**src/dacr_defines.svh**
```systemverilog
// register map, field positions, reset values and timing counts
// assumes: included by bare name from the control module and the testbench
`ifndef DACR_DEFINES_SVH
`define DACR_DEFINES_SVH

// special-function-register addresses
`define DACR_ADDR_INPUT_MODE     8'hbb
`define DACR_ADDR_CONV_CONFIG    8'hbc
`define DACR_ADDR_FIRST_LOW      8'hbd
`define DACR_ADDR_FIRST_HIGH     8'hbe
`define DACR_ADDR_SECOND_LOW     8'hc1
`define DACR_ADDR_SECOND_HIGH    8'hc2
`define DACR_ADDR_STATUS         8'hc3

// field positions
`define DACR_BIT_DIFF_SELECT     6
`define DACR_BIT_DIV_LSB         4
`define DACR_BIT_SRC_SELECT      3
`define DACR_BIT_GAIN_CAL        2
`define DACR_BIT_LIN_CAL         1
`define DACR_BIT_OFS_CAL         0

// reset values
`define DACR_RST_INPUT_MODE      8'h00
`define DACR_RST_CONV_CONFIG     8'hf0

// conversion clocks per conversion and per calibration
`define DACR_CONV_TICKS          8'h10
`define DACR_CAL_TICKS           8'h40

`endif

```
**src/dacr_pkg.sv**
```systemverilog
// types shared by the converter control modules
// assumes: dacr_defines.svh is on the include path
`default_nettype none
package dacr_pkg;

  typedef enum logic [1:0] {
    ST_IDLE,
    ST_CONVERT,
    ST_CALIBRATE
  } dacr_state_e;

  typedef struct packed {
    dacr_state_e state;
    logic        diff_mode;
    logic [3:0]  divider;
    logic        src_select;
    logic [2:0]  cal_run;
    logic [7:0]  count;
    logic [15:0] first_result;
    logic [15:0] second_result;
    logic        busy;
    logic        done;
    logic        irq;
    logic [7:0]  rdata;
  } dacr_ctl_s;

  typedef struct packed {
    logic [3:0] count;
    logic       tick;
  } dacr_div_s;

endpackage : dacr_pkg
`default_nettype wire

```
**src/dacr_clk_if.sv**
```systemverilog
// link between the control block and its conversion clock divider
// assumes: both ends run on the same system clock
`timescale 1ns/10ps
`default_nettype none
interface dacr_clk_if;
  logic [3:0] divider;
  logic       run;
  logic       tick;
  modport ctl (output divider, output run, input tick);
  modport gen (input divider, input run, output tick);
endinterface : dacr_clk_if
`default_nettype wire

```
**src/dacr_ctl.sv**
```systemverilog
// converter mode, configuration and result registers for two SAR converters
// assumes: SFR strobes, start and raw samples are synchronous to CORE_CLK
//
// What this block does
// - differential select bit: 0 two single-ended converters, 1 one differential.
// - single-ended: each converter's result lands in its own high/low bytes.
// - differential: combined result in first converter bytes, two's complement.
// - differential: second converter's single-ended result still stored in its bytes.
// - each result word is 16 bits, split into high and low bytes.
// - conversion clock is system clock divided by divider field plus one.
// - busy falling sets the done flag and raises interrupt when enabled.
`timescale 1ns/10ps
`default_nettype none
`include "dacr_defines.svh"
module dacr_ctl #(
  parameter logic [7:0] CAL_TICKS = `DACR_CAL_TICKS
) (
  input  wire logic        CORE_CLK,
  input  wire logic        ARST_N,
  input  wire logic [7:0]  SFR_ADDR,
  input  wire logic        SFR_WE,
  input  wire logic        SFR_RE,
  input  wire logic [7:0]  SFR_WDATA,
  output var  logic [7:0]  SFR_RDATA,
  input  wire logic        CONV_START,
  input  wire logic [15:0] FIRST_SAMPLE,
  input  wire logic [15:0] SECOND_SAMPLE,
  input  wire logic        DONE_CLEAR,
  input  wire logic        IRQ_ENABLE,
  output var  logic        CONVERSION_IN_PROGRESS,
  output var  logic        CONVERSION_DONE_FLAG,
  output var  logic        CONVERSION_IRQ
);

  ////////////////////////////////////////////////////////////////////////
  // divider instance
  dacr_clk_if clk_link ();

  dacr_clk_div u_div (
    .clk    (CORE_CLK),
    .arst_n (ARST_N),
    .link   (clk_link.gen)
  );

  dacr_pkg::dacr_ctl_s st_reg;
  dacr_pkg::dacr_ctl_s st_next;

  logic               wr_mode;
  logic               wr_cfg;
  logic               finish;
  logic               cal_end;
  logic signed [16:0] diff_full;
  logic [2:0]         cal_req;

  // register address match
  function automatic logic hit(input logic [7:0] addr, input logic [7:0] want);
    hit = (addr == want);
  endfunction : hit

  assign wr_mode   = SFR_WE && hit(SFR_ADDR, `DACR_ADDR_INPUT_MODE);
  assign wr_cfg    = SFR_WE && hit(SFR_ADDR, `DACR_ADDR_CONV_CONFIG);
  assign cal_req   = SFR_WDATA[`DACR_BIT_GAIN_CAL:`DACR_BIT_OFS_CAL];
  assign finish    = (st_reg.state == dacr_pkg::ST_CONVERT) && clk_link.tick
                     && (st_reg.count == `DACR_CONV_TICKS - 8'h01);
  assign cal_end   = (st_reg.state == dacr_pkg::ST_CALIBRATE) && clk_link.tick
                     && (st_reg.count == CAL_TICKS - 8'h01);
  // full 17-bit signed difference, halved to fit 16 bits when stored
  assign diff_full = $signed({1'b0, FIRST_SAMPLE}) - $signed({1'b0, SECOND_SAMPLE});

  assign clk_link.divider = st_reg.divider;
  assign clk_link.run     = (st_reg.state != dacr_pkg::ST_IDLE);

  ////////////////////////////////////////////////////////////////////////
  // next state
  always_comb begin
    st_next = st_reg;
    if (wr_mode) begin
      st_next.diff_mode = SFR_WDATA[`DACR_BIT_DIFF_SELECT];
    end
    if (wr_cfg) begin
      st_next.divider    = SFR_WDATA[7:`DACR_BIT_DIV_LSB];
      st_next.src_select = SFR_WDATA[`DACR_BIT_SRC_SELECT];
    end
    case (st_reg.state)
      dacr_pkg::ST_IDLE: begin
        st_next.count = 8'h00;
        if (wr_cfg && (cal_req != 3'b000)) begin
          st_next.cal_run = cal_req;
          st_next.state   = dacr_pkg::ST_CALIBRATE;
        end else if (CONV_START) begin
          st_next.busy  = 1'b1;
          st_next.state = dacr_pkg::ST_CONVERT;
        end
      end
      dacr_pkg::ST_CONVERT: begin
        if (finish) begin
          st_next.state = dacr_pkg::ST_IDLE;
          st_next.busy  = 1'b0;
          if (st_reg.diff_mode) begin
            st_next.first_result = diff_full[16:1];
          end else begin
            st_next.first_result = FIRST_SAMPLE;
          end
          // second result kept in both modes
          st_next.second_result = SECOND_SAMPLE;
        end else if (clk_link.tick) begin
          st_next.count = st_reg.count + 8'h01;
        end
      end
      dacr_pkg::ST_CALIBRATE: begin
        if (cal_end) begin
          st_next.state   = dacr_pkg::ST_IDLE;
          st_next.cal_run = 3'b000;
        end else if (clk_link.tick) begin
          st_next.count = st_reg.count + 8'h01;
        end
      end
      default: begin
        st_next.state = dacr_pkg::ST_IDLE;
      end
    endcase
    // busy fall sets flag, set wins over clear
    st_next.done = (st_reg.done && !DONE_CLEAR) || finish;
    st_next.irq  = st_next.done && IRQ_ENABLE;
    st_next.rdata = st_reg.rdata;
    if (SFR_RE) begin
      case (SFR_ADDR)
        `DACR_ADDR_INPUT_MODE:  st_next.rdata = {1'b0, st_reg.diff_mode, 6'h00};
        `DACR_ADDR_CONV_CONFIG: st_next.rdata = {st_reg.divider, st_reg.src_select, st_reg.cal_run};
        `DACR_ADDR_FIRST_LOW:   st_next.rdata = st_reg.first_result[7:0];
        `DACR_ADDR_FIRST_HIGH:  st_next.rdata = st_reg.first_result[15:8];
        `DACR_ADDR_SECOND_LOW:  st_next.rdata = st_reg.second_result[7:0];
        `DACR_ADDR_SECOND_HIGH: st_next.rdata = st_reg.second_result[15:8];
        `DACR_ADDR_STATUS:      st_next.rdata = {6'h00, st_reg.done, st_reg.busy};
        default:                st_next.rdata = 8'h00;
      endcase
    end
  end

  // state register
  always_ff @(posedge CORE_CLK or negedge ARST_N) begin
    if (!ARST_N) begin
      st_reg         <= '0;
      st_reg.state   <= dacr_pkg::ST_IDLE;
      st_reg.divider <= 4'hf;
    end else begin
      st_reg <= st_next;
    end
  end

  assign SFR_RDATA              = st_reg.rdata;
  assign CONVERSION_IN_PROGRESS = st_reg.busy;
  assign CONVERSION_DONE_FLAG   = st_reg.done;
  assign CONVERSION_IRQ         = st_reg.irq;

  // helper: cycles since last divider tick
  logic [4:0] gap_cnt;
  logic       gap_seen;
  always_ff @(posedge CORE_CLK or negedge ARST_N) begin
    if (!ARST_N) begin
      gap_cnt  <= 5'h00;
      gap_seen <= 1'b0;
    end else if (!clk_link.run) begin
      gap_cnt  <= 5'h00;
      gap_seen <= 1'b0;
    end else if (clk_link.tick) begin
      gap_cnt  <= 5'h01;
      gap_seen <= 1'b1;
    end else begin
      gap_cnt  <= gap_cnt + 5'h01;
    end
  end
endmodule : dacr_ctl
`default_nettype wire

```
**src/dacr_clk_div.sv**
```systemverilog
// conversion clock enable: one pulse every divider+1 system clocks
// assumes: divider and run come from logic on the same clock
`timescale 1ns/10ps
`default_nettype none
module dacr_clk_div (
  input  wire logic   clk,
  input  wire logic   arst_n,
  dacr_clk_if.gen     link
);
  dacr_pkg::dacr_div_s st_reg;
  dacr_pkg::dacr_div_s st_next;

  // count up system clocks while running, pulse at terminal count
  always_comb begin
    st_next      = st_reg;
    st_next.tick = 1'b0;
    if (!link.run) begin
      st_next.count = 4'h0;
    end else if (st_reg.count >= link.divider) begin
      st_next.count = 4'h0;
      st_next.tick  = 1'b1;
    end else begin
      st_next.count = st_reg.count + 4'h1;
    end
  end

  always_ff @(posedge clk or negedge arst_n) begin
    if (!arst_n) begin
      st_reg <= '0;
    end else begin
      st_reg <= st_next;
    end
  end

  assign link.tick = st_reg.tick;
endmodule : dacr_clk_div
`default_nettype wire

```
**config.mk**
```make
export PLATFORM = sky130hd
export DESIGN_NAME = dacr_ctl
export DESIGN_NICKNAME = d
export VERILOG_FILES = /design/src/dacr_pkg.sv /design/src/dacr_clk_if.sv /design/src/dacr_ctl.sv /design/src/dacr_clk_div.sv
export VERILOG_INCLUDE_DIRS = /design/src
export SDC_FILE = /design/constraint.sdc
export NUM_CORES = 1
export LEC_CHECK = 0
export ABC_AREA = 1
export BUFFER_PORTS_ARGS = -buffer_cell sky130_fd_sc_hd__buf_2
export CAP_MARGIN = 10
export CORE_MARGIN = 2
export CORE_UTILIZATION = 41
export DETAILED_ROUTE_END_ITERATION = 6
export SYNTH_ARGS = -nofsm -noshare
export SYNTH_HDL_FRONTEND = slang
export SYNTH_SLANG_ARGS = --single-unit
```
**constraint.sdc**
```tcl
create_clock -name CORE_CLK -period 2.13 [get_ports CORE_CLK]
set_input_delay 0.426 -clock CORE_CLK [delete_from_list [all_inputs] [get_ports CORE_CLK]]
set_output_delay 0.426 -clock CORE_CLK [all_outputs]
set_load 0.05 [all_outputs]
```
Yosys cells after proc, flatten, opt, wreduce, memory -nomap -nowiden:

Index checks and enable logic that the tools add are counted.

* add/subtract/negate cells: 3
* $lt $le $gt $ge: 1
* equal/unequal tests: 19
* muxes and demuxes: 22
* reductions and logical operators: 22

Operator list (number)
* 8-bit equality test (second input constant): 7
* 8-bit one-hot mux with 7 select lines: 1
* 8-bit 2-to-1 mux: 3
* 8-bit one-hot mux with 3 select lines: 1
* 16-bit by 16-bit subtractor with 17-bit output: 1
* 16-bit 2-to-1 mux: 1
* 2-bit != test (second input constant): 7
* 1-bit logical AND: 9
* 3-bit AND reduction: 3
* 8-bit by 1-bit adder with 8-bit output (second input constant): 1
* 8-bit by 4-bit equality test with 1-bit output (second input constant): 1
* 8-bit by 6-bit equality test with 1-bit output (second input constant): 1
* 2-bit 2-to-1 mux: 4
* 4-bit 2-to-1 mux: 2
* 3-bit 2-to-1 mux: 2
* 2-bit one-hot mux with 3 select lines: 1
* 3-bit one-hot mux with 2 select lines: 1
* 2-bit nonzero test: 3
* 3-bit nonzero test: 2
* 1-bit 2-to-1 mux: 5
* 4-bit by 1-bit adder with 4-bit output (second input constant): 1
* 4-bit greater-or-equal comparator: 1
* 4-bit AND reduction: 1
* 3-bit != test (second input constant): 1
* 7 further kinds: 7

* flip-flop bits (word level): 67
* output and inout port bits: 11

Logic depth before layout (Yosys ltp):

Gate-level depths: netlist of run 1.

* word-level depth: 5
* mapped depth: 14

Modules after synthesis:

A second synthesis of run 1 with hierarchy kept.

* cell total of the unflattened synthesis: 676
* area total of the unflattened synthesis: 4571.9 um^2

Modules (own cells, without submodules)
* dacr_ctl: instances 1, cells each 638, area each 4252.8 um^2
* dacr_clk_div: instances 1, cells each 38, area each 319.1 um^2

Worst setup path after synthesis of run 1:

Ideal clock, no wire load.

* path type: input-to-reg
* from: in FIRST_SAMPLE[0]
* to: reg st_reg[42] (netlist name)
* arrival time: 1588 ps
* data required time: 2014 ps
* slack: 426 ps
* stages: 14
* buffers on the path: 0
* path through: inv_1 nand2_1 inv_1 fa_1 inv_1 nand3_1 nand3_1 nand3_1 nand3_1 nand2_1 nand2_1 nand2_1 nand2_1 nand2_1

* word-level cells in the longest chain between the ends: 2

Ends and longest elaborated chain
* start, declared: line dacr_ctl.sv:26 `input wire logic [15:0] FIRST_SAMPLE,`
* 16-bit by 16-bit subtractor with 17-bit output: line dacr_ctl.sv:68 `assign diff_full = $signed({1'b0, FIRST_SAMPLE}) - $signed({1'b0, SECOND_SAMPLE});`
* 16-bit 2-to-1 mux: line dacr_ctl.sv:99 `if (st_reg.diff_mode) begin`
* end signal, assigned: line dacr_ctl.sv:147 `st_reg <= st_next;`
* end, declared: line dacr_ctl.sv:45 `dacr_pkg::dacr_ctl_s st_reg;`

No other way between the ends.
A chain may end at the register's enable or synchronous reset.

Worst setup path in the final report of run 1:

* from: reg st_reg[61] (netlist name)
* to: reg st_reg[39] (netlist name)

* word-level cells in the longest chain between the ends: 4

Ends and longest elaborated chain
* 2-bit by 1-bit equality test with 1-bit output (*): line dacr_ctl.sv:63, dacr_ctl.sv:84
* 1-bit logical AND (2 in a row): line dacr_ctl.sv:63 `assign finish = (st_reg.state == dacr_pkg::ST_CONVERT) && clk_link.tick`
* 2-bit AND reduction (no line) (*)

Mark *: on every way between the ends. The rest lies on a longest branch, timed or not.

==> flow_results.org, run 1 <==
** Worst setup path
- Setup slack on the worst reg-to-reg path comes out at 210 ps.
- STA puts the critical path data required time at 2420 ps.
- The worst register-to-register path begins at st_reg[61].
- STA puts the critical path data arrival time at 2210 ps.
- Worst setup path startpoint :: st_reg[61]
- In this run the worst setup path terminates at st_reg[39].
- STA classifies the critical path startpoint as a register.
- Top fanout value on the critical path :: 44
- Category of the worst setup path capture point :: register
- WS Path Type :: reg -> reg
- Depth of the worst register-to-register path :: 9
- RR Endpoint :: st_reg[39]

** STA
- Subtracting the final worst setup slack from the clock period gives roughly 1900 ps.
- The number of hold violations in the final report was 0.
- Static timing analysis puts the maximum clock frequency at about 0.52 GHz.
- Setup violations remaining at the end of the flow were counted as 0.
- Final worst-path cycle share :: 90.1%
- Adding up every negative setup slack in the final design gives 0 ps.
- Slew at the pin with the worst max-slew slack :: about 470 ps
- Tightest hold margin :: ~8.4 ps
- Number of pins with negative max-slew slack in the final report :: 0
- Max_slew headroom :: approximately two thirds
- Setup repair after global routing left no endpoint under its margin.
- Clock skew :: 15.7 ps

** CTS
- CTS tree :: done
- Clock slew at reported path FFs :: 80 ps
- The clock tree synthesis step divided the H-tree into 3 levels.
- Max Buffers Root-to-Sink :: 2
- Clock tree root driver cell :: sky130_fd_sc_hd__clkbuf_8
- At the later pin of the worst-skew pair, clock insertion delay measures 360 ps.
- The clock drives 67 sinks.
- Cts-stage hold buffer count :: 0
- Post-cts repair resize count :: 0
- Post-CTS timing repair inserted 0 buffers for setup.
- Buffers inserted during clock tree synthesis total 9.

** Synthesis
- Among all cell types in the netlist, the one instantiated most often is sky130_fd_sc_hd__nand2_1.
- Mean instance size in the synthesized netlist :: around 6.9 µm²
- Sorting the synthesized cells by area gives the leading types as sky130_fd_sc_hd__dfrtp_1, sky130_fd_sc_hd__nand2_1, sky130_fd_sc_hd__inv_1, sky130_fd_sc_hd__ha_1, sky130_fd_sc_hd__nand3_1.
- After synthesis, the most frequently instantiated cells are sky130_fd_sc_hd__nand2_1, sky130_fd_sc_hd__inv_1, sky130_fd_sc_hd__dfrtp_1, sky130_fd_sc_hd__nor2_1, sky130_fd_sc_hd__nand3_1.
- Biggest area consumer among synthesized cells :: sky130_fd_sc_hd__dfrtp_1
- Number of instances in the synthesized netlist :: approximately 670
- When the netlist entered floorplanning its net count stood at around 750.
- Summing the sequential cell areas from Yosys gives 36.6% of the chip area.
- The Yosys step of the flow raised 0 warnings.
- Yosys mapped a number of flops with a built-in enable equal to 0.
- The netlist uses 39 different library cells.
- After synthesis, the largest area contributor takes up 34.4% of total cell area.
- The most used flip-flop cell after synthesis is sky130_fd_sc_hd__dfrtp_1.
- The mapped netlist covers 0.00459 mm².
- After synthesis, the share of flip-flops with an asynchronous set or reset is 100%.
- Post-synthesis register bit count :: 67

** GRT
- After global routing the overflow that remains totals 0.
- Global-route wire length before repair :: 20000 µm
- Entering global routing, the biggest net connects 49 pins.
- Global routing used 21.4% of the available tracks across all layers.
- Vias in the first global route :: about 4200
- Initial antenna violation count :: 0

** Die
- Total Die Area :: between 0.01 and 0.015 mm²
- During I/O placement, the number of pins put on the boundary was 66.
- In this run the horizontal extent of the chip is 110 µm.
- Std cell rows :: 38
- The initial utilization of the core area, before any placement, comes to 42.2%.
- Area of the core :: ~0.011 mm²
- The die is roughly 110 µm tall.

** Power and ir drop
- The analysis attributes to cell leakage a power of between 2 and 3 nW.
- IR drop worst, VDD :: 312 µV
- Total power :: roughly 0.0034 W
- For this design the ratio of total power to cell area is around 650 mW/mm².

** Min path
- HP Class :: in -> async

** Drt
- Remaining DRCs :: 0
- After detailed routing, the number of vias per cell comes to slightly below 5.
- The final layout contains routed wiring with a total length of 11900 µm.
- Before antenna repair, the detailed router went through 5 iterations.
- First-iteration detailed-routing DRC count :: 300
- Mean routed wirelength per cell :: 13.6 µm
- Count of vias placed by the detailed router :: 4325
- Final ANT Viol Nets :: 0

** Place
- Final Wtd Congestion :: 0.872
- Detailed placement finished with a half-perimeter wire length of between 9000 and 10000 µm.
- # port buffers :: 65

** Final layout
- Layout filler cell count :: around 1100
- Summing all multi-input logic gate instances after layout gives 0.00240 mm².
- 0 antenna diodes ended up in the layout.
- The register with the most flip-flops in the layout has between 40 and 50 of them.
- Area taken by flip-flops and latches :: 0.00168 mm²
- Fraction of final layout cells sized beyond drive strength 1 :: ~15%
- Synthesis-to-finish area growth :: 13.2%
- The net count of the finished layout is 807.

** Run
- Max-capacitance violation count :: 0

** Outcome
- Outcome :: completed
[critical path, stage by stage, from the launching register on]
cell and delay [ps]:
sky130_fd_sc_hd__dfrtp_1 430, sky130_fd_sc_hd__inv_1 100, sky130_fd_sc_hd__ha_1 200, sky130_fd_sc_hd__nand2_1 60, sky130_fd_sc_hd__nor3_1 240, sky130_fd_sc_hd__nand3_2 210, sky130_fd_sc_hd__buf_4 320, sky130_fd_sc_hd__nor2_1 150
sky130_fd_sc_hd__nand2_1 70, sky130_fd_sc_hd__nand2_1 50
[kinds of logic (layout without fill, tap and decap cells)]
kind of cell | Yosys count | in the layout | share of synthesized area [%]
XOR/XNOR | 10 | 10 | 1.91
multiplexers | 2 | 2 | 0.491
adder cells (fa/ha/maj) | 26 | 26 | 7.25
AO/OA/AOI/OAI | 71 | 71 | 8.21
buffers and inverters | 120 | 186 | 11.0
AND/OR/NAND/NOR | 369 | 369 | 34.5
flip-flops | 67 | 67 | 36.6
[power breakdown]
group	switching, W	leakage, nW	internal (W)
clock network	0.000520	0.0895	0.000458
registers	0.0000888	0.770	0.00138
logic	0.000600	2.04	0.000322
[per-layer routing]
| metal | vias up | wire (µm) | GRT usage (%) | share of wire, % |
|---|---|---|---|---|
| li1 | 2199 | - | - | - |
| met4 | 0 | 304 | 9.31 | 2.6 |
| met1 | 2001 | 5830 | 29.8 | 49 |
| met5 | - | 0 | 0 | 0 |
| met2 | 105 | 5230 | 32.9 | 44 |
| met3 | 20 | 526 | 2.96 | 4.4 |
[layout make-up]
class                           instances  share of cell area (%)
Clock buffer                           11                    2.72
Clock inverter                          5                   0.747
Inverter                              100                    7.25
Multi-Input combinational cell        478                    46.3
Sequential cell                        67                    32.4
Tap cell                              140                    3.37
Timing Repair Buffer                   70                    7.23
[placed cells by master, fill, tap and decap left out, types with 7 or more instances in the layout]
master and instances:
sky130_fd_sc_hd__nor2_1 50, sky130_fd_sc_hd__nor3_1 7, sky130_fd_sc_hd__buf_2 65, sky130_fd_sc_hd__inv_1 98, sky130_fd_sc_hd__nand3_1 43, sky130_fd_sc_hd__clkbuf_8 10, sky130_fd_sc_hd__nand2_1 237, sky130_fd_sc_hd__a21oi_1 28
sky130_fd_sc_hd__nand4_1 11, sky130_fd_sc_hd__o21ai_0 30, sky130_fd_sc_hd__xor2_1 7, sky130_fd_sc_hd__ha_1 25, sky130_fd_sc_hd__dfrtp_1 63
[per-stage QoR]
stage / cell area (µm²) / instances / worst slack, ps / util (%)
after CTS: 5190 / 871 / 234 / 47.7
after floorplan: 4590 / 665 / 426 / -
after global placement: 5010 / 855 / 211 / 46.0
after detailed placement: 5010 / 855 / 174 / 46.0
after global routing: 5190 / 871 / 27.7 / 47.7
final: 5190 / 871 / 211 / 47.7
[how the worst min path moves through the flow]
stage                                 endpoint    from  cells after the start  slack [ps]
after floorplan           CONVERSION_DONE_FLAG  ARST_N                      0         130
after global placement         u_div.st_reg[3]  ARST_N                      1         410
after detailed placement       u_div.st_reg[3]  ARST_N                      1         410
after CTS                      u_div.st_reg[3]  ARST_N                      1          10
after global routing           u_div.st_reg[3]  ARST_N                      1          30
final                          u_div.st_reg[3]  ARST_N                      1           8
(Power assumes the default switching activity.)
==> run 2: changes to the inputs <==
Settings changed: CORE_ASPECT_RATIO from default to 0.6, RECOVER_POWER from default to 50.
==> run 2 against run 1 <==
  * The flow now finishes with violations (max-capacitance violations, max-slew violations)
  * Critical path type unchanged
  * Via count fell by 0.53%
  * Sequential power barely moved
  * Clock power grew 74%
  * Setup slack improved by 26 ps
  * Routed wire length rose by 2.0%
  * Register-to-register slack better by 30 ps
  * Fmax rose by 1.4%
  * Non-clock buffer count is 1 lower
  * First-iteration DRC count decreased by 9.7%
==> flow_results.org, run 2 (same netlist as run 1, synthesis figures left out) <==
** Outcome
- Outcome :: finished, violations left
- The checks that failed: max-capacitance violations, max-slew violations.

** GRT
- The via count of the first global-routing pass came to 4023 (-4.2%).
- Maximum number of pins on one net before global-route repair :: 68 (+39%)
- The overall track demand over capacity in global routing was 21.1% (-0.31 points).
- The final global-route overflow total was 0 (unchanged).
- The wire length of the first global-routing pass is 20000 µm (about the same).
- Initial antenna violation count :: 0 (unchanged)

** Die
- The total core area came to 0.0107 mm² (-1.4%).
- Effective utilization at floorplan :: 42.7% (+0.58 points)
- The area of the die came to 0.0121 mm² (+0.23%).
- I/O pin total :: 66 (unchanged)
- Die Y-Extent :: 86.0 µm (-22%)
- Std cell rows :: 29 (-24%)
- Width of the die :: 141 µm (+28%)

** Power and ir drop
- Leakage dissipation :: 2.97 nW (+2.4%)
- The total power per unit cell area came to 770 mW/mm² (+19%).
- NetSw :: 0.00124 W (+2.4%)
- The combinational power share was 22.9% (-4.5 points).
- The switching power as a share of total power was 30.1% (-5.8 points).
- The sequential power share was 35.8% (-7.7 points).
- Relative contribution of the clock network to total power :: 41.4% (+12 points)
- The largest vdd supply drop was 422 µV (+35%).
- Internal Power :: 0.00287 W (+33%)

** Drt
- Remaining DRCs :: 0 (unchanged)
- The routed length per placed instance came to 13.9 µm (+2.2%).
- Vias per Instance :: 4.95 (-0.30%)
- Detailed-route wire length :: 12100 µm (+2.0%)
- Count of vias placed by the detailed router :: 4302 (-0.53%)
- First-iteration detailed-routing DRC count :: 271 (-9.7%)
- The total iterations of the first detailed-routing run came to 5 (unchanged).
- Final ANT Viol Nets :: 0 (unchanged)

** Min path
- The tightest min-delay check is of the in -> reg type.
- Along the worst hold path, the cell count comes to 3.

** STA
- The total setup violations reported at the end of the flow is 0 (unchanged).
- Number of pins with negative max-slew slack in the final report :: 68 (+68)
- The slew at the pin closest to its max-slew limit is 1660 ps (+1190 ps).
- The total negative setup slack is 0 ps (unchanged).
- The final critical-path share of the clock period is 88.9% (-1.2 points).
- The relative slew slack is -10.9% (-79 points).
- The highest clock rate came to 0.528 GHz (+1.4%).
- The post-route clock skew is 5.26 ps (-10.5 ps).
- Final worst path period need :: 1890 ps (-25.9 ps)
- The number of hold violations in the final report was 0 (unchanged).
- Setup repair after global routing missed its margin :: false

** Final layout
- The flip-flop count of the largest register after layout was 47 (unchanged).
- Count of nets after finishing :: 806 (-0.12%)
- The final antenna diode count is 0 (unchanged).
- Synthesis-to-finish area growth :: 16.3%
- Layout filler cell count :: 1119 (+1.4%)
- Final design instance area without fill :: 0.00534 mm² (+2.8%)
- Most frequent cells in the layout :: sky130_fd_sc_hd__nand2_1, sky130_fd_sc_hd__inv_1, sky130_fd_sc_hd__dfrtp_1, sky130_fd_sc_hd__buf_2, sky130_fd_sc_hd__nor2_1
- Fraction of final layout cells sized beyond drive strength 1 :: 14.1% (-0.53 points)
- Leading cell type in the layout, fill and taps excluded :: sky130_fd_sc_hd__nand2_1

** Place
- # port buffers :: 65 (unchanged)
- The standard cell area after detailed placement was 0.00502 mm² (about the same).
- The final RePlAce weighted congestion came to 0.925 (+6.1%).
- Half-perimeter wire length of the detailed placement result :: 9650 µm (+2.0%)

** CTS
- Insertion delay of the later-clocked pin in the worst-skew pair :: 320 ps (-40 ps)
- Level count of the clock H-tree :: 3 (unchanged)
- Max Buffers Root-to-Sink :: 2 (unchanged)
- Post-cts repair resize count :: 0 (unchanged)
- The tree is rooted in a sky130_fd_sc_hd__clkbuf_16.
- Sinks on Clock Net :: 67 (unchanged)
- Cts-stage hold buffer count :: 0 (unchanged)
- Post-CTS setup repair buffer count :: 0 (unchanged)
- The total clock buffers created by CTS came to 9 (unchanged).
- CTS tree :: done
- Clock slew at reported path FFs :: 50 ps (-30 ps)

** Run
- The max-cap violation count came to 1 (+1).

** Worst setup path
- Top fanout value on the critical path :: 14 (-68%)
- The critical path arrival is 2140 ps (-70 ps).
- The worst setup path is captured at a register.
- Startpoint kind of the worst setup timing path :: register
- WS Path Type :: reg -> reg
- The flop-to-flop setup slack was 240 ps (+30 ps).
- The path depth of the worst reg2reg path came to 9 (unchanged).
- The required time of the critical path was 2380 ps (-40 ps).
## run 2: power by group through the flow
stage | Sequential [W] | Clock, W | Combinational, W
floorplan | 0.00149 | 0 | 0.000655
global placement | 0.00148 | 0 | 0.000909
detailed placement | 0.00149 | 0 | 0.000928
CTS | 0.00147 | 0.00172 | 0.000941
global route | 0.00149 | 0.00178 | 0.00108
finish | 0.00147 | 0.00170 | 0.000939
## run 2: layout make-up
class                           count  area (µm²)  share of cell area [%]
Clock inverter                      5         100                    1.88
Inverter                          100         377                    7.06
Multi-Input combinational cell    478        2400                    45.0
Tap cell                          139         174                    3.26
Timing Repair Buffer               69         363                    6.80
Clock buffer                       11         243                    4.55
Sequential cell                    67        1680                    31.5
## run 2: metrics by stage
stage	worst slack [ps]	hold slack (ps)	cells	total power (W)	utilization (%)
final	236	332	869	0.00411	49.7
after global routing	18.0	341	869	0.00434	49.7
after CTS	265	132	869	0.00413	49.9
after detailed placement	107	470	853	0.00242	46.7
after global placement	145	463	853	0.00239	46.7
after floorplan	426	130	665	0.00215	-
## run 2: worst paths after layout
kind,startpoint,endpoint
worst max-delay path,st_reg[60],st_reg[45]
worst min register to register,SFR_RDATA[2],SFR_RDATA[2]
worst max register to register,st_reg[60],st_reg[45]
max in group asynchronous,ARST_N,u_div.st_reg[2]
worst min-delay path,SFR_WDATA[5],clk_link.divider[1]
min in group asynchronous,ARST_N,st_reg[24]
## run 2: metal layers
metal	wire [µm]	track usage, %	part of all wire, %	vias to the layer above
met1	6560	34.2	54	1939
li1	-	-	-	2204
met2	4530	28.7	37	155
met5	0	0	0	-
met4	48	3.00	0.40	0
met3	981	4.58	8.1	4
## run 2: critical path, cell delays in order, from the launching register on
cell and delay [ps]:
sky130_fd_sc_hd__dfrtp_1 410, sky130_fd_sc_hd__inv_1 80, sky130_fd_sc_hd__ha_1 400, sky130_fd_sc_hd__inv_1 190
sky130_fd_sc_hd__nor2_1 60, sky130_fd_sc_hd__nor2_1 170, sky130_fd_sc_hd__nand3_4 180, sky130_fd_sc_hd__inv_1 150
sky130_fd_sc_hd__nand2_1 70, sky130_fd_sc_hd__a21oi_1 120
